$ cat src/status_trigger_pkg.sv
// Constants for the status reporting and trigger sequencing block.
// Assumes a command decoder outside that raises one-cycle command strobes.
package status_trigger_pkg;
  localparam int EVT_W = 16;
  localparam int BYTE_W = 8;
  // Operational event bit positions
  localparam int OPER_SWEEP_BIT = 3;
  localparam int OPER_MEAS_BIT = 4;
  localparam int OPER_ARMED_BIT = 5;
  localparam logic [15:0] OPER_USED_MASK = 16'h0038;
  // Questionable event bit positions
  localparam int QUES_UNLEV_BIT = 3;
  localparam int QUES_UNLOCK_BIT = 5;
  localparam int QUES_MODRANGE_BIT = 7;
  localparam int QUES_SELFTEST_BIT = 9;
  localparam int QUES_SWPLOCK_BIT = 10;
  localparam int QUES_OVEN_BIT = 11;
  localparam logic [15:0] QUES_USED_MASK = 16'h0EA8;
  // Summary status byte bit positions
  localparam int STB_ERRQ_BIT = 2;
  localparam int STB_QUES_BIT = 3;
  localparam int STB_MAV_BIT = 4;
  localparam int STB_ESB_BIT = 5;
  localparam int STB_MSS_BIT = 6;
  localparam int STB_OPER_BIT = 7;
  // Standard event bit holding operation complete
  localparam int ESR_OPC_BIT = 0;
  localparam logic [7:0] ESR_USED_MASK = 8'h3D;
  localparam logic [7:0] ASCII_ONE = 8'h31;
  localparam logic [15:0] EVT_ZERO = 16'h0000;
  localparam logic [15:0] PTR_RESET = 16'hFFFF;
  localparam logic [7:0] BYTE_ZERO = 8'h00;
  typedef enum logic [2:0]
  {
    ST_IDLE = 3'b001,
    ST_ARMED = 3'b010,
    ST_SWEEP = 3'b100
  } trig_state_t;
  typedef enum logic [1:0]
  {
    SRC_IMM = 2'h0,
    SRC_BUS = 2'h1,
    SRC_HOLD = 2'h2
  } trig_src_t;
endpackage

$ cat src/status_and_trigger_control.sv
// Status reporting groups and trigger state machine of a signal generator.
// Assumes an outside parser delivering one-cycle command strobes and data.
//
// Contract
// - Operational bits 3,4,5 follow sweeping, measuring and armed.
// - Operational bits 0-2 and 6-15 always read zero.
// - Operational summary drives status byte bit 7.
// - Questionable summary drives status byte bit 3.
// - Questionable bits 3,5,7: unleveled, unlocked, modulation range error.
// - Questionable bits 9,10,11: self-test, sweep lock, oven; rest zero.
// - Power-up, reset command or abort puts trigger machine idle.
// - Idle until initiated; continuous mode initiates automatically.
// - Continuous off: only immediate-initiate moves idle to armed.
// - Armed watches source: immediate true, bus on trigger, hold never.
// - True trigger while armed starts the sweep.
// - Immediate trigger forces one trigger, source left unchanged.
// - Sweep done: idle if continuous off, armed if on.
// - Abort ends sweep, goes idle at once, settings kept.
// - Clear-status clears status byte, events, error queue, pending flag.
// - Standard-event enable 0-255 stored and returned on query.
// - Standard event query returns value then clears it.
// - After operation-complete command, set its bit when pending done.
// - Operation-complete query queues ASCII 1, sets data-available flag.
// - Service-request enable 0-255, zero clears; query bit 6 zero.
// - Status byte query returns bits with bit 6 master summary, no clear.
// - Trigger command triggers only with bus source, like group trigger.
// - Summary is OR of event bits ANDed with enables.
// - Event bits latch filtered transitions, held until query or clear.
`timescale 1ns/1ps
`default_nettype none
module status_and_trigger_control
(
  input wire logic i_clk,
  input wire logic i_rst_b,
  input wire logic i_cmd_rst,
  input wire logic i_cmd_cls,
  input wire logic i_cmd_abort,
  input wire logic i_cmd_init_imm,
  input wire logic i_cmd_trig_imm,
  input wire logic i_cmd_trg,
  input wire logic i_get,
  input wire logic i_cmd_opc,
  input wire logic i_cmd_opc_query,
  input wire logic i_cmd_cont_wr,
  input wire logic i_cont_val,
  input wire logic i_cmd_src_wr,
  input wire status_trigger_pkg::trig_src_t i_src_val,
  input wire logic i_cmd_ese_wr,
  input wire logic i_cmd_sre_wr,
  input wire logic [7:0] i_enable_val,
  input wire logic i_cmd_esr_query,
  input wire logic i_cmd_oper_query,
  input wire logic i_cmd_ques_query,
  input wire logic i_cmd_oper_en_wr,
  input wire logic i_cmd_ques_en_wr,
  input wire logic i_cmd_oper_ptr_wr,
  input wire logic i_cmd_oper_ntr_wr,
  input wire logic i_cmd_ques_ptr_wr,
  input wire logic i_cmd_ques_ntr_wr,
  input wire logic i_cmd_preset,
  input wire logic [15:0] i_reg_val,
  input wire logic i_out_read,
  input wire logic i_esr_events,
  input wire logic [7:0] i_esr_set,
  input wire logic i_err_queue_nonempty,
  input wire logic i_ops_pending,
  input wire logic i_sweep_done,
  input wire logic i_measuring,
  input wire logic i_unleveled,
  input wire logic i_unlocked,
  input wire logic i_mod_range_err,
  input wire logic i_selftest_fail,
  input wire logic i_sweep_lock_err,
  input wire logic i_oven_fail,
  output logic o_sweep_start,
  output logic o_sweeping,
  output logic o_armed,
  output logic o_err_queue_clear,
  output logic o_out_valid,
  output logic [7:0] o_out_data,
  output logic [7:0] o_status_byte,
  output logic [7:0] o_ese,
  output logic [7:0] o_sre,
  output logic [7:0] o_esr_read,
  output logic [15:0] o_oper_event,
  output logic [15:0] o_ques_event,
  output logic o_continuous,
  output status_trigger_pkg::trig_src_t o_source
);
  import status_trigger_pkg::*;

  trig_state_t state_r, state_nxt;
  logic cont_r, trig_true;
  trig_src_t src_r;
  logic [15:0] oper_cond, ques_cond;
  logic [15:0] oper_prev_r, ques_prev_r;
  logic [15:0] oper_ev_r, ques_ev_r;
  logic [15:0] oper_en_r, ques_en_r;
  logic [15:0] oper_ptr_r, oper_ntr_r;
  logic [15:0] ques_ptr_r, ques_ntr_r;
  logic [7:0] esr_r, ese_r, sre_r, stb_raw;
  logic opc_pend_r, opcq_pend_r, mav_r, master_summary_flag;

  // Trigger condition for the armed state
  always_comb
  begin
    unique case (src_r)
      SRC_IMM: trig_true = 1'b1;
      SRC_BUS: trig_true = i_get | i_cmd_trg;
      default: trig_true = 1'b0;
    endcase
    if (i_cmd_trig_imm)
      trig_true = 1'b1;
  end

  always_comb
  begin
    state_nxt = state_r;
    unique case (state_r)
      ST_IDLE:
        if (cont_r || i_cmd_init_imm)
          state_nxt = ST_ARMED;
      ST_ARMED:
        if (trig_true)
          state_nxt = ST_SWEEP;
      ST_SWEEP:
        if (i_sweep_done)
          state_nxt = cont_r ? ST_ARMED : ST_IDLE;
      default: state_nxt = ST_IDLE;
    endcase
    if (i_cmd_abort || i_cmd_rst)
      state_nxt = ST_IDLE;
  end

  always_ff @(posedge i_clk or negedge i_rst_b)
  begin
    if (!i_rst_b)
    begin
      state_r <= ST_IDLE;
      o_sweep_start <= 1'b0;
    end
    else
    begin
      state_r <= state_nxt;
      o_sweep_start <= (state_r == ST_ARMED) && (state_nxt == ST_SWEEP);
    end
  end

  // Trigger settings; abort leaves them alone
  always_ff @(posedge i_clk or negedge i_rst_b)
  begin
    if (!i_rst_b)
    begin
      cont_r <= 1'b0;
      src_r <= SRC_IMM;
    end
    else if (i_cmd_rst)
    begin
      cont_r <= 1'b0;
      src_r <= SRC_IMM;
    end
    else
    begin
      if (i_cmd_cont_wr)
        cont_r <= i_cont_val;
      if (i_cmd_src_wr)
        src_r <= i_src_val;
    end
  end

  // Condition registers
  always_comb
  begin
    oper_cond = EVT_ZERO;
    oper_cond[OPER_SWEEP_BIT] = (state_r == ST_SWEEP);
    oper_cond[OPER_MEAS_BIT] = i_measuring;
    oper_cond[OPER_ARMED_BIT] = (state_r == ST_ARMED);
    ques_cond = EVT_ZERO;
    ques_cond[QUES_UNLEV_BIT] = i_unleveled;
    ques_cond[QUES_UNLOCK_BIT] = i_unlocked;
    ques_cond[QUES_MODRANGE_BIT] = i_mod_range_err;
    ques_cond[QUES_SELFTEST_BIT] = i_selftest_fail;
    ques_cond[QUES_SWPLOCK_BIT] = i_sweep_lock_err;
    ques_cond[QUES_OVEN_BIT] = i_oven_fail;
  end

  // Filters and enables
  always_ff @(posedge i_clk or negedge i_rst_b)
  begin
    if (!i_rst_b)
    begin
      oper_ptr_r <= PTR_RESET;
      oper_ntr_r <= EVT_ZERO;
      ques_ptr_r <= PTR_RESET;
      ques_ntr_r <= EVT_ZERO;
      oper_en_r <= EVT_ZERO;
      ques_en_r <= EVT_ZERO;
    end
    else if (i_cmd_preset)
    begin
      oper_ptr_r <= PTR_RESET;
      oper_ntr_r <= EVT_ZERO;
      ques_ptr_r <= PTR_RESET;
      ques_ntr_r <= EVT_ZERO;
      oper_en_r <= EVT_ZERO;
      ques_en_r <= EVT_ZERO;
    end
    else
    begin
      if (i_cmd_oper_ptr_wr)
        oper_ptr_r <= i_reg_val;
      if (i_cmd_oper_ntr_wr)
        oper_ntr_r <= i_reg_val;
      if (i_cmd_ques_ptr_wr)
        ques_ptr_r <= i_reg_val;
      if (i_cmd_ques_ntr_wr)
        ques_ntr_r <= i_reg_val;
      if (i_cmd_oper_en_wr)
        oper_en_r <= i_reg_val;
      if (i_cmd_ques_en_wr)
        ques_en_r <= i_reg_val;
    end
  end

  // Event latches; a new event wins over a clear in the same cycle
  always_ff @(posedge i_clk or negedge i_rst_b)
  begin
    if (!i_rst_b)
    begin
      oper_prev_r <= EVT_ZERO;
      ques_prev_r <= EVT_ZERO;
      oper_ev_r <= EVT_ZERO;
      ques_ev_r <= EVT_ZERO;
    end
    else
    begin
      oper_prev_r <= oper_cond;
      ques_prev_r <= ques_cond;
      oper_ev_r <= (((i_cmd_oper_query || i_cmd_cls) ? EVT_ZERO : oper_ev_r)
        | (oper_cond & ~oper_prev_r & oper_ptr_r)
        | (~oper_cond & oper_prev_r & oper_ntr_r)) & OPER_USED_MASK;
      ques_ev_r <= (((i_cmd_ques_query || i_cmd_cls) ? EVT_ZERO : ques_ev_r)
        | (ques_cond & ~ques_prev_r & ques_ptr_r)
        | (~ques_cond & ques_prev_r & ques_ntr_r)) & QUES_USED_MASK;
    end
  end

  // Standard event register, operation complete tracking
  always_ff @(posedge i_clk or negedge i_rst_b)
  begin
    if (!i_rst_b)
    begin
      esr_r <= BYTE_ZERO;
      opc_pend_r <= 1'b0;
      o_esr_read <= BYTE_ZERO;
    end
    else
    begin
      if (i_cmd_esr_query)
        o_esr_read <= esr_r;
      esr_r <= (((i_cmd_esr_query || i_cmd_cls) ? BYTE_ZERO : esr_r)
        | (i_esr_events ? i_esr_set : BYTE_ZERO)
        | ((opc_pend_r && !i_ops_pending) ? 8'h01 << ESR_OPC_BIT
          : BYTE_ZERO)) & ESR_USED_MASK;
      if (i_cmd_cls)
        opc_pend_r <= 1'b0;
      else if (i_cmd_opc)
        opc_pend_r <= 1'b1;
      else if (!i_ops_pending)
        opc_pend_r <= 1'b0;
    end
  end

  // Operation-complete query answer
  always_ff @(posedge i_clk or negedge i_rst_b)
  begin
    if (!i_rst_b)
    begin
      opcq_pend_r <= 1'b0;
      mav_r <= 1'b0;
      o_out_valid <= 1'b0;
      o_out_data <= BYTE_ZERO;
    end
    else
    begin
      o_out_valid <= 1'b0;
      if (i_cmd_opc_query)
        opcq_pend_r <= 1'b1;
      else if (opcq_pend_r && !i_ops_pending)
      begin
        opcq_pend_r <= 1'b0;
        o_out_valid <= 1'b1;
        o_out_data <= ASCII_ONE;
      end
      if (opcq_pend_r && !i_ops_pending && !i_cmd_opc_query)
        mav_r <= 1'b1;
      else if (i_out_read || i_cmd_cls)
        mav_r <= 1'b0;
    end
  end

  // Enable masks
  always_ff @(posedge i_clk or negedge i_rst_b)
  begin
    if (!i_rst_b)
    begin
      ese_r <= BYTE_ZERO;
      sre_r <= BYTE_ZERO;
    end
    else
    begin
      if (i_cmd_ese_wr)
        ese_r <= i_enable_val;
      if (i_cmd_sre_wr)
        sre_r <= i_enable_val;
    end
  end

  // Summary status byte
  always_comb
  begin
    stb_raw = BYTE_ZERO;
    stb_raw[STB_ERRQ_BIT] = i_err_queue_nonempty;
    stb_raw[STB_QUES_BIT] = |(ques_ev_r & ques_en_r);
    stb_raw[STB_MAV_BIT] = mav_r;
    stb_raw[STB_ESB_BIT] = |(esr_r & ese_r);
    stb_raw[STB_OPER_BIT] = |(oper_ev_r & oper_en_r);
    master_summary_flag = |(stb_raw & sre_r & ~(8'h01 << STB_MSS_BIT));
    stb_raw[STB_MSS_BIT] = master_summary_flag;
  end

  // Registered outputs
  always_ff @(posedge i_clk or negedge i_rst_b)
  begin
    if (!i_rst_b)
    begin
      o_status_byte <= BYTE_ZERO;
      o_ese <= BYTE_ZERO;
      o_sre <= BYTE_ZERO;
      o_oper_event <= EVT_ZERO;
      o_ques_event <= EVT_ZERO;
      o_sweeping <= 1'b0;
      o_armed <= 1'b0;
      o_err_queue_clear <= 1'b0;
      o_continuous <= 1'b0;
      o_source <= SRC_IMM;
    end
    else
    begin
      o_status_byte <= stb_raw;
      o_ese <= ese_r;
      o_sre <= sre_r & ~(8'h01 << STB_MSS_BIT);
      o_oper_event <= oper_ev_r;
      o_ques_event <= ques_ev_r;
      o_sweeping <= (state_nxt == ST_SWEEP);
      o_armed <= (state_nxt == ST_ARMED);
      o_err_queue_clear <= i_cmd_cls;
      o_continuous <= cont_r;
      o_source <= src_r;
    end
  end
endmodule
`default_nettype wire

$ cat config.mk
export PLATFORM = sky130hd
export DESIGN_NAME = status_and_trigger_control
export DESIGN_NICKNAME = d
export VERILOG_FILES = /design/src/status_trigger_pkg.sv /design/src/status_and_trigger_control.sv
export SDC_FILE = /design/constraint.sdc
export NUM_CORES = 1
export LEC_CHECK = 0
export CORE_MARGIN = 8
export CORE_UTILIZATION = 50
export DETAILED_ROUTE_END_ITERATION = 12
export DONT_BUFFER_PORTS = 1
export GPL_TIMING_DRIVEN = 0
export SETUP_SLACK_MARGIN = 0.2
export SLEW_MARGIN = 5
export SYNTH_ARGS = -nofsm -noshare
export SYNTH_HDL_FRONTEND = slang
export SYNTH_SLANG_ARGS = --single-unit
$ cat constraint.sdc
create_clock -name i_clk -period 1.8 [get_ports i_clk]
set_clock_uncertainty 0.15 [all_clocks]
set_input_delay 0.45 -clock i_clk [delete_from_list [all_inputs] [get_ports i_clk]]
set_output_delay 0.45 -clock i_clk [all_outputs]
set_load 0.03 [all_outputs]
* Word level (Yosys, flattened, before mapping)
Index checks and enable logic that the tools add are counted.
** Word-level totals
- Register bits :: 160
- Latch bits :: 0
- Bits in writable memories :: 0
- Memory bits (read-only) :: 0
- Word-level logic and storage cells :: 130
- Memories kept :: 0
** Cells by class
- Add/subtract/negate cells :: 0
- $mul :: 0
- Div/mod/pow operators :: 0
- Magnitude comparators :: 0
- Equal/unequal tests :: 7
- Shift-type cells :: 0
- Muxes and demuxes :: 38
- Bitwise operators :: 24
- Reduce and logical (&&, ||, !) cells :: 28
** Operators with widths (count)
- $mux W16 :: 4
- $mux W12 :: 5
- $and A12 B12 Y12 :: 4
- $mux W6 :: 7
- $reduce_or A16 Y1 :: 2
- $and A6 B6 Y6 :: 4
- $not A12 Y12 :: 2
- $or A12 B12 Y12 :: 2
- $reduce_bool A2 Y1 :: 10
- $or A6 B6 Y6 :: 3
- $and A12 B16 Y16 :: 1
- $and A6 B16 Y16 :: 1
- $mux W1 :: 13
- $mux W3 :: 4
- $not A6 Y6 :: 2
- $pmux W3 S3 :: 1
- $and A6 B8 Y8 :: 1
- $and A8 B8 Y8 :: 1
- $reduce_or A8 Y1 :: 1
- $reduce_or A7 Y1 :: 1
- $eq A3 B2 Y1 const B :: 2
- $eq A3 B3 Y1 const B :: 2
- $logic_or A1 B1 Y1 :: 6
- $mux W2 :: 3
- 11 further kinds :: 15

* Depth between registers and ports, before layout
- Depth in word-level cells :: 8
- Gate-level depth with buffers :: 4
- Depth with buffers taken out :: 4

* Worst setup path after synthesis
OpenSTA, ideal clock, no wires.
- Kind :: reg-to-reg
- From :: register state_r[2]
- To :: register o_armed
- Library setup time :: 0.079 ns
- Data arrival time :: 1.143 ns
- Required time :: 1.571 ns
- Slack :: 0.428 ns
- Cell stages (with the launch flop) :: 4
- Cell sequence :: dfrtp_1 -> nor3b_4 -> or3b_1 -> a21oi_1
** Between the ends
- Cells in the longest elaborated chain, start to end :: 4
- Elaborated cells between the ends (all ways) :: 9
- Classes of those cells :: 4 x eq/ne; 5 x mux
** Ends and longest elaborated chain
- from (decl) :: RTL line status_and_trigger_control.sv:92 : trig_state_t state_r, state_nxt;
- from (signal assigned) :: RTL line status_and_trigger_control.sv:144 : state_r <= state_nxt;
- $eq A3 B2 Y1
- via oper_cond[5] :: RTL line status_and_trigger_control.sv:95 : logic [15:0] oper_cond, ques_cond;
- $pmux W3 S3 :: RTL line status_and_trigger_control.sv:119 : unique case (state_r)
- $mux W3 :: RTL line status_and_trigger_control.sv:131 : if (i_cmd_abort || i_cmd_rst)
- $eq A3 B2 Y1 :: RTL line status_and_trigger_control.sv:356 : o_armed <= (state_nxt == ST_ARMED);
- to (signal assigned) :: RTL line status_and_trigger_control.sv:356
- to (decl) :: RTL line status_and_trigger_control.sv:77 : output logic o_armed,
The timed path passes the listed nets, and every way through them passes these cells.
A chain may end at the register's enable or synchronous reset.

* Worst setup path in the final report
- From :: register, netlist name o_out_data[0]
- To :: output port o_out_data[4]
** RTL lines
- to (decl) :: RTL line status_and_trigger_control.sv:80 : output logic [7:0] o_out_data,
No word-level cell between the ends.

==> results.ini <==
[die]
die_y_microns=111
start_util=0.515
die-area_sq_mm=0.0122
core.rowCount=34
core_area_sq_mm=0.00868
die_x_microns=111
ios=152

[synthesis]
synth_ff_type=dfrtp_1
synth.top_cells.by_area=dfrtp_1 60%, buf_4 6.0%, dfstp_2 5.9%, mux2_2 5.0%, mux2i_1 4.7%
synthSimpleGateAreaFrac=0.0789
ys_seq_elements=118
yosys.area_share.xor_xnor=0.00196
synthCells=335
synth.distinct_cells=34
synth_top_family_by_area=multiplexers
synth_edf_count=0
synthMuxAreaShare=0.0974
synth_common_cells=108 x dfrtp_1, 36 x buf_4, 28 x nor2_1
yosysWarnings=0
yosys.area.top_type=dfrtp_1
async_flop_share=1.00
syn_area_sq_mm=0.00447
synth_compound_area_frac=0.0826
synth_top_area_share=0.605
avgSynthCellArea_sq_um=13.3
yosysSeqAreaShare=0.663
yosysMostFrequentCell=dfrtp_1
synth_fa_ha_area_frac=0

[setup_path]
worstPathRequired_ns=1.20
critPathTopFamily=flip-flops
cp_data_arrival_time_ns=1.17
critical-path-slowest-cell=dfrtp_2
critical_path_buf_inv_count=1
path_class=reg2out
path_max_fanout=4
max_stage_delay_ns=0.49
worst_setup_path_start_kind=flop
end_kind=output port
crit_chain=buf_6

[cells_and_area]
drive_above_1_share=0.333
finalNetCount=507
antenna_cells=0
syn_to_final_growth_pct=30.7
n_fill_cell=645
final_core_util=0.673
stdcell_area_sq_mm=0.00584

[timing]
worst_slew_pin_slew_ns=0.596
finalMaxSlewViolations=0
whs_ns=-0.511
finalHoldViolCount=118
relSlewSlack=0.601
rsz0062_at_grt=true
fmax_ghz=0.566
period_share=0.981
setup_violations=0
period_needed_ns=1.77

[grt]
grt_pass1_wl_mm=15.7
track_usage=0.161
overflow=0
grt_pass1_vias=2938
antenna_found_initial=0
grt_start_max_net_pins=119
top_usage_layer=met2
gr-usage-met1=0.196
use_met2=0.255
use_met3=0.0611

[status]
status=complete, but fails checks
violations=hold timing

[route]
post_drt_via_cell_ratio=4.99
drt-initial-drc-count=111
drtAntennaViolNets=0
route.detailed.drc=0
wl_per_cell_microns=17.4
dr.pass1.iters=6
via_count=2772
wl_mm=9.65

[clocking]
clkTransAtPathRegs_ns=0.06
htreeDepth=4
clk_latency_ns=0.50
numCtsBuffers=17
cts_root_buf=clkbuf_8
clockBufferDepth=2
cts_hold_buffers=46
clkSinkCount=118
cts_tree=built

[power_and_ir_drop]
peakVddDrop_uv=734
internal-power_mw=5.04
p_clk_frac=0.460
p_seq_frac=0.466
cellLeakagePower_nw=2.72
comb_power_share=0.074
switching_share=0.263
power_density_mw_per_mm2=1170
switchingPower_mw=1.80

[placement]
dpl.hpwl_mm=6.42
place_congestion=0.727
place_area_sq_mm=0.00473
io_buffers=0

[worst_hold_path]
min_path_type=in2async

[job]
max_cap_violations=0

area by class of cell:
type / instances / area [sq um] / area share
sequential: 118 / 3020 / 0.517
multi-input combinational: 197 / 1290 / 0.222
timing repair buffer: 48 / 478 / 0.0819
clock buffer: 18 / 428 / 0.0733
buffer: 45 / 312 / 0.0534
clock inverter: 14 / 143 / 0.0244
tap: 108 / 135 / 0.0231
inverter: 8 / 30.0 / 0.00514
registers in the layout (all words and copies together), names as in the netlist, 6 cells and up:
signal	count
ese_r	8
o_ese	8
o_sre	7
sre_r	7
o_ques_event	6
o_status_byte	6
ques_en_r	6
ques_ev_r	6
ques_ntr_r	6
ques_prev_r	6
ques_ptr_r	6
kinds of logic (layout without fill, tap and decap cells):
family | count (synthesis) | count (layout)
buffers and inverters | 53 | 133
AOI/OAI and AO/OA | 50 | 50
other | 1 | 34
and+or+nand+nor | 71 | 71
xor gates and xnor gates | 1 | 1
DFF | 118 | 118
muxes | 41 | 41
final timing paths:
check | startpoint | end | slack [ns] | depth (start not counted)
min in group i_clk | i_selftest_fail | ques_ev_r[9] | 0.02 | 3
setup reg to reg | state_r[1] | o_armed | 0.27 | 3
hold reg to reg | sre_r[0] | o_sre[0] | 0.22 | 0
hold / removal | i_rst_b | ese_r[1] | -0.51 | 0
setup / recovery | o_out_data[0] | o_out_data[4] | 0.03 | 1
max in group asynchronous | i_rst_b | oper_ptr_r[4] | 1.75 | 0
layer usage:
metal	up-vias	routed length, microns	share of wire
met1	1357	4220	0.44
met4	0	91	0.0094
met2	108	4720	0.49
met5	-	0	0
li1	1297	-	-
met3	10	627	0.065
placed cells by master, fill, tap and decap left out, drive strengths merged, types with 4 or more instances in the layout:
| master | Yosys | layout |
|---|---|---|
| inv | 8 | 14 |
| a32oi | 7 | 7 |
| dfstp | 10 | 10 |
| a22o | 4 | 4 |
| a211o | 9 | 9 |
| nand2 | 16 | 16 |
| mux2i | 21 | 21 |
| mux2 | 20 | 20 |
| nor2b | 12 | 12 |
| o21ai | 10 | 10 |
| clkinv | 0 | 5 |
| conb | 1 | 34 |
| a22oi | 6 | 6 |
| clkbuf | 7 | 25 |
| nor2 | 28 | 28 |
| dlygate4sd3 | 0 | 45 |
| buf | 38 | 40 |
| a21oi | 6 | 6 |
| dfrtp | 108 | 108 |
stage by stage:
| stage | setup WS, ns | total power, mW | hold slack, ns | std cells | TNS (ns) |
|---|---|---|---|---|---|
| final | 0.0338 | 6.85 | -0.511 | 556 | 0 |
| after detailed placement | 0.0586 | 3.61 | 0.00774 | 476 | 0 |
| after global routing | -0.0126 | 7.12 | -0.548 | 556 | -0.0252 |
| after CTS | 0.00628 | 6.92 | -0.532 | 554 | 0 |
| after global placement | 0.0710 | 3.60 | 0.00771 | 476 | 0 |
| after floorplan | 0.428 | 3.52 | 0.00441 | 368 | 0 |
power by group through the flow:
| stage | Sequential (mW) | Combinational [mW] | Clock (mW) |
|---|---|---|---|
| 6_report | 3.19 | 0.508 | 3.15 |
| 5_1_grt | 3.21 | 0.554 | 3.36 |
| 4_1_cts | 3.19 | 0.502 | 3.22 |
| 3_5_place_dp | 3.22 | 0.395 | 0 |
| 3_3_place_gp | 3.21 | 0.388 | 0 |
| 2_1_floorplan | 3.17 | 0.357 | 0 |
what timing repair did:
item / in CTS / in global routing
gates resized for setup: 46 / 1
endpoints found under the setup margin: 46 / 49
endpoints found under the hold margin: 191 / 118
setup buffers: 0 / 2
Note: power is estimated with default switching activity, not from simulation.
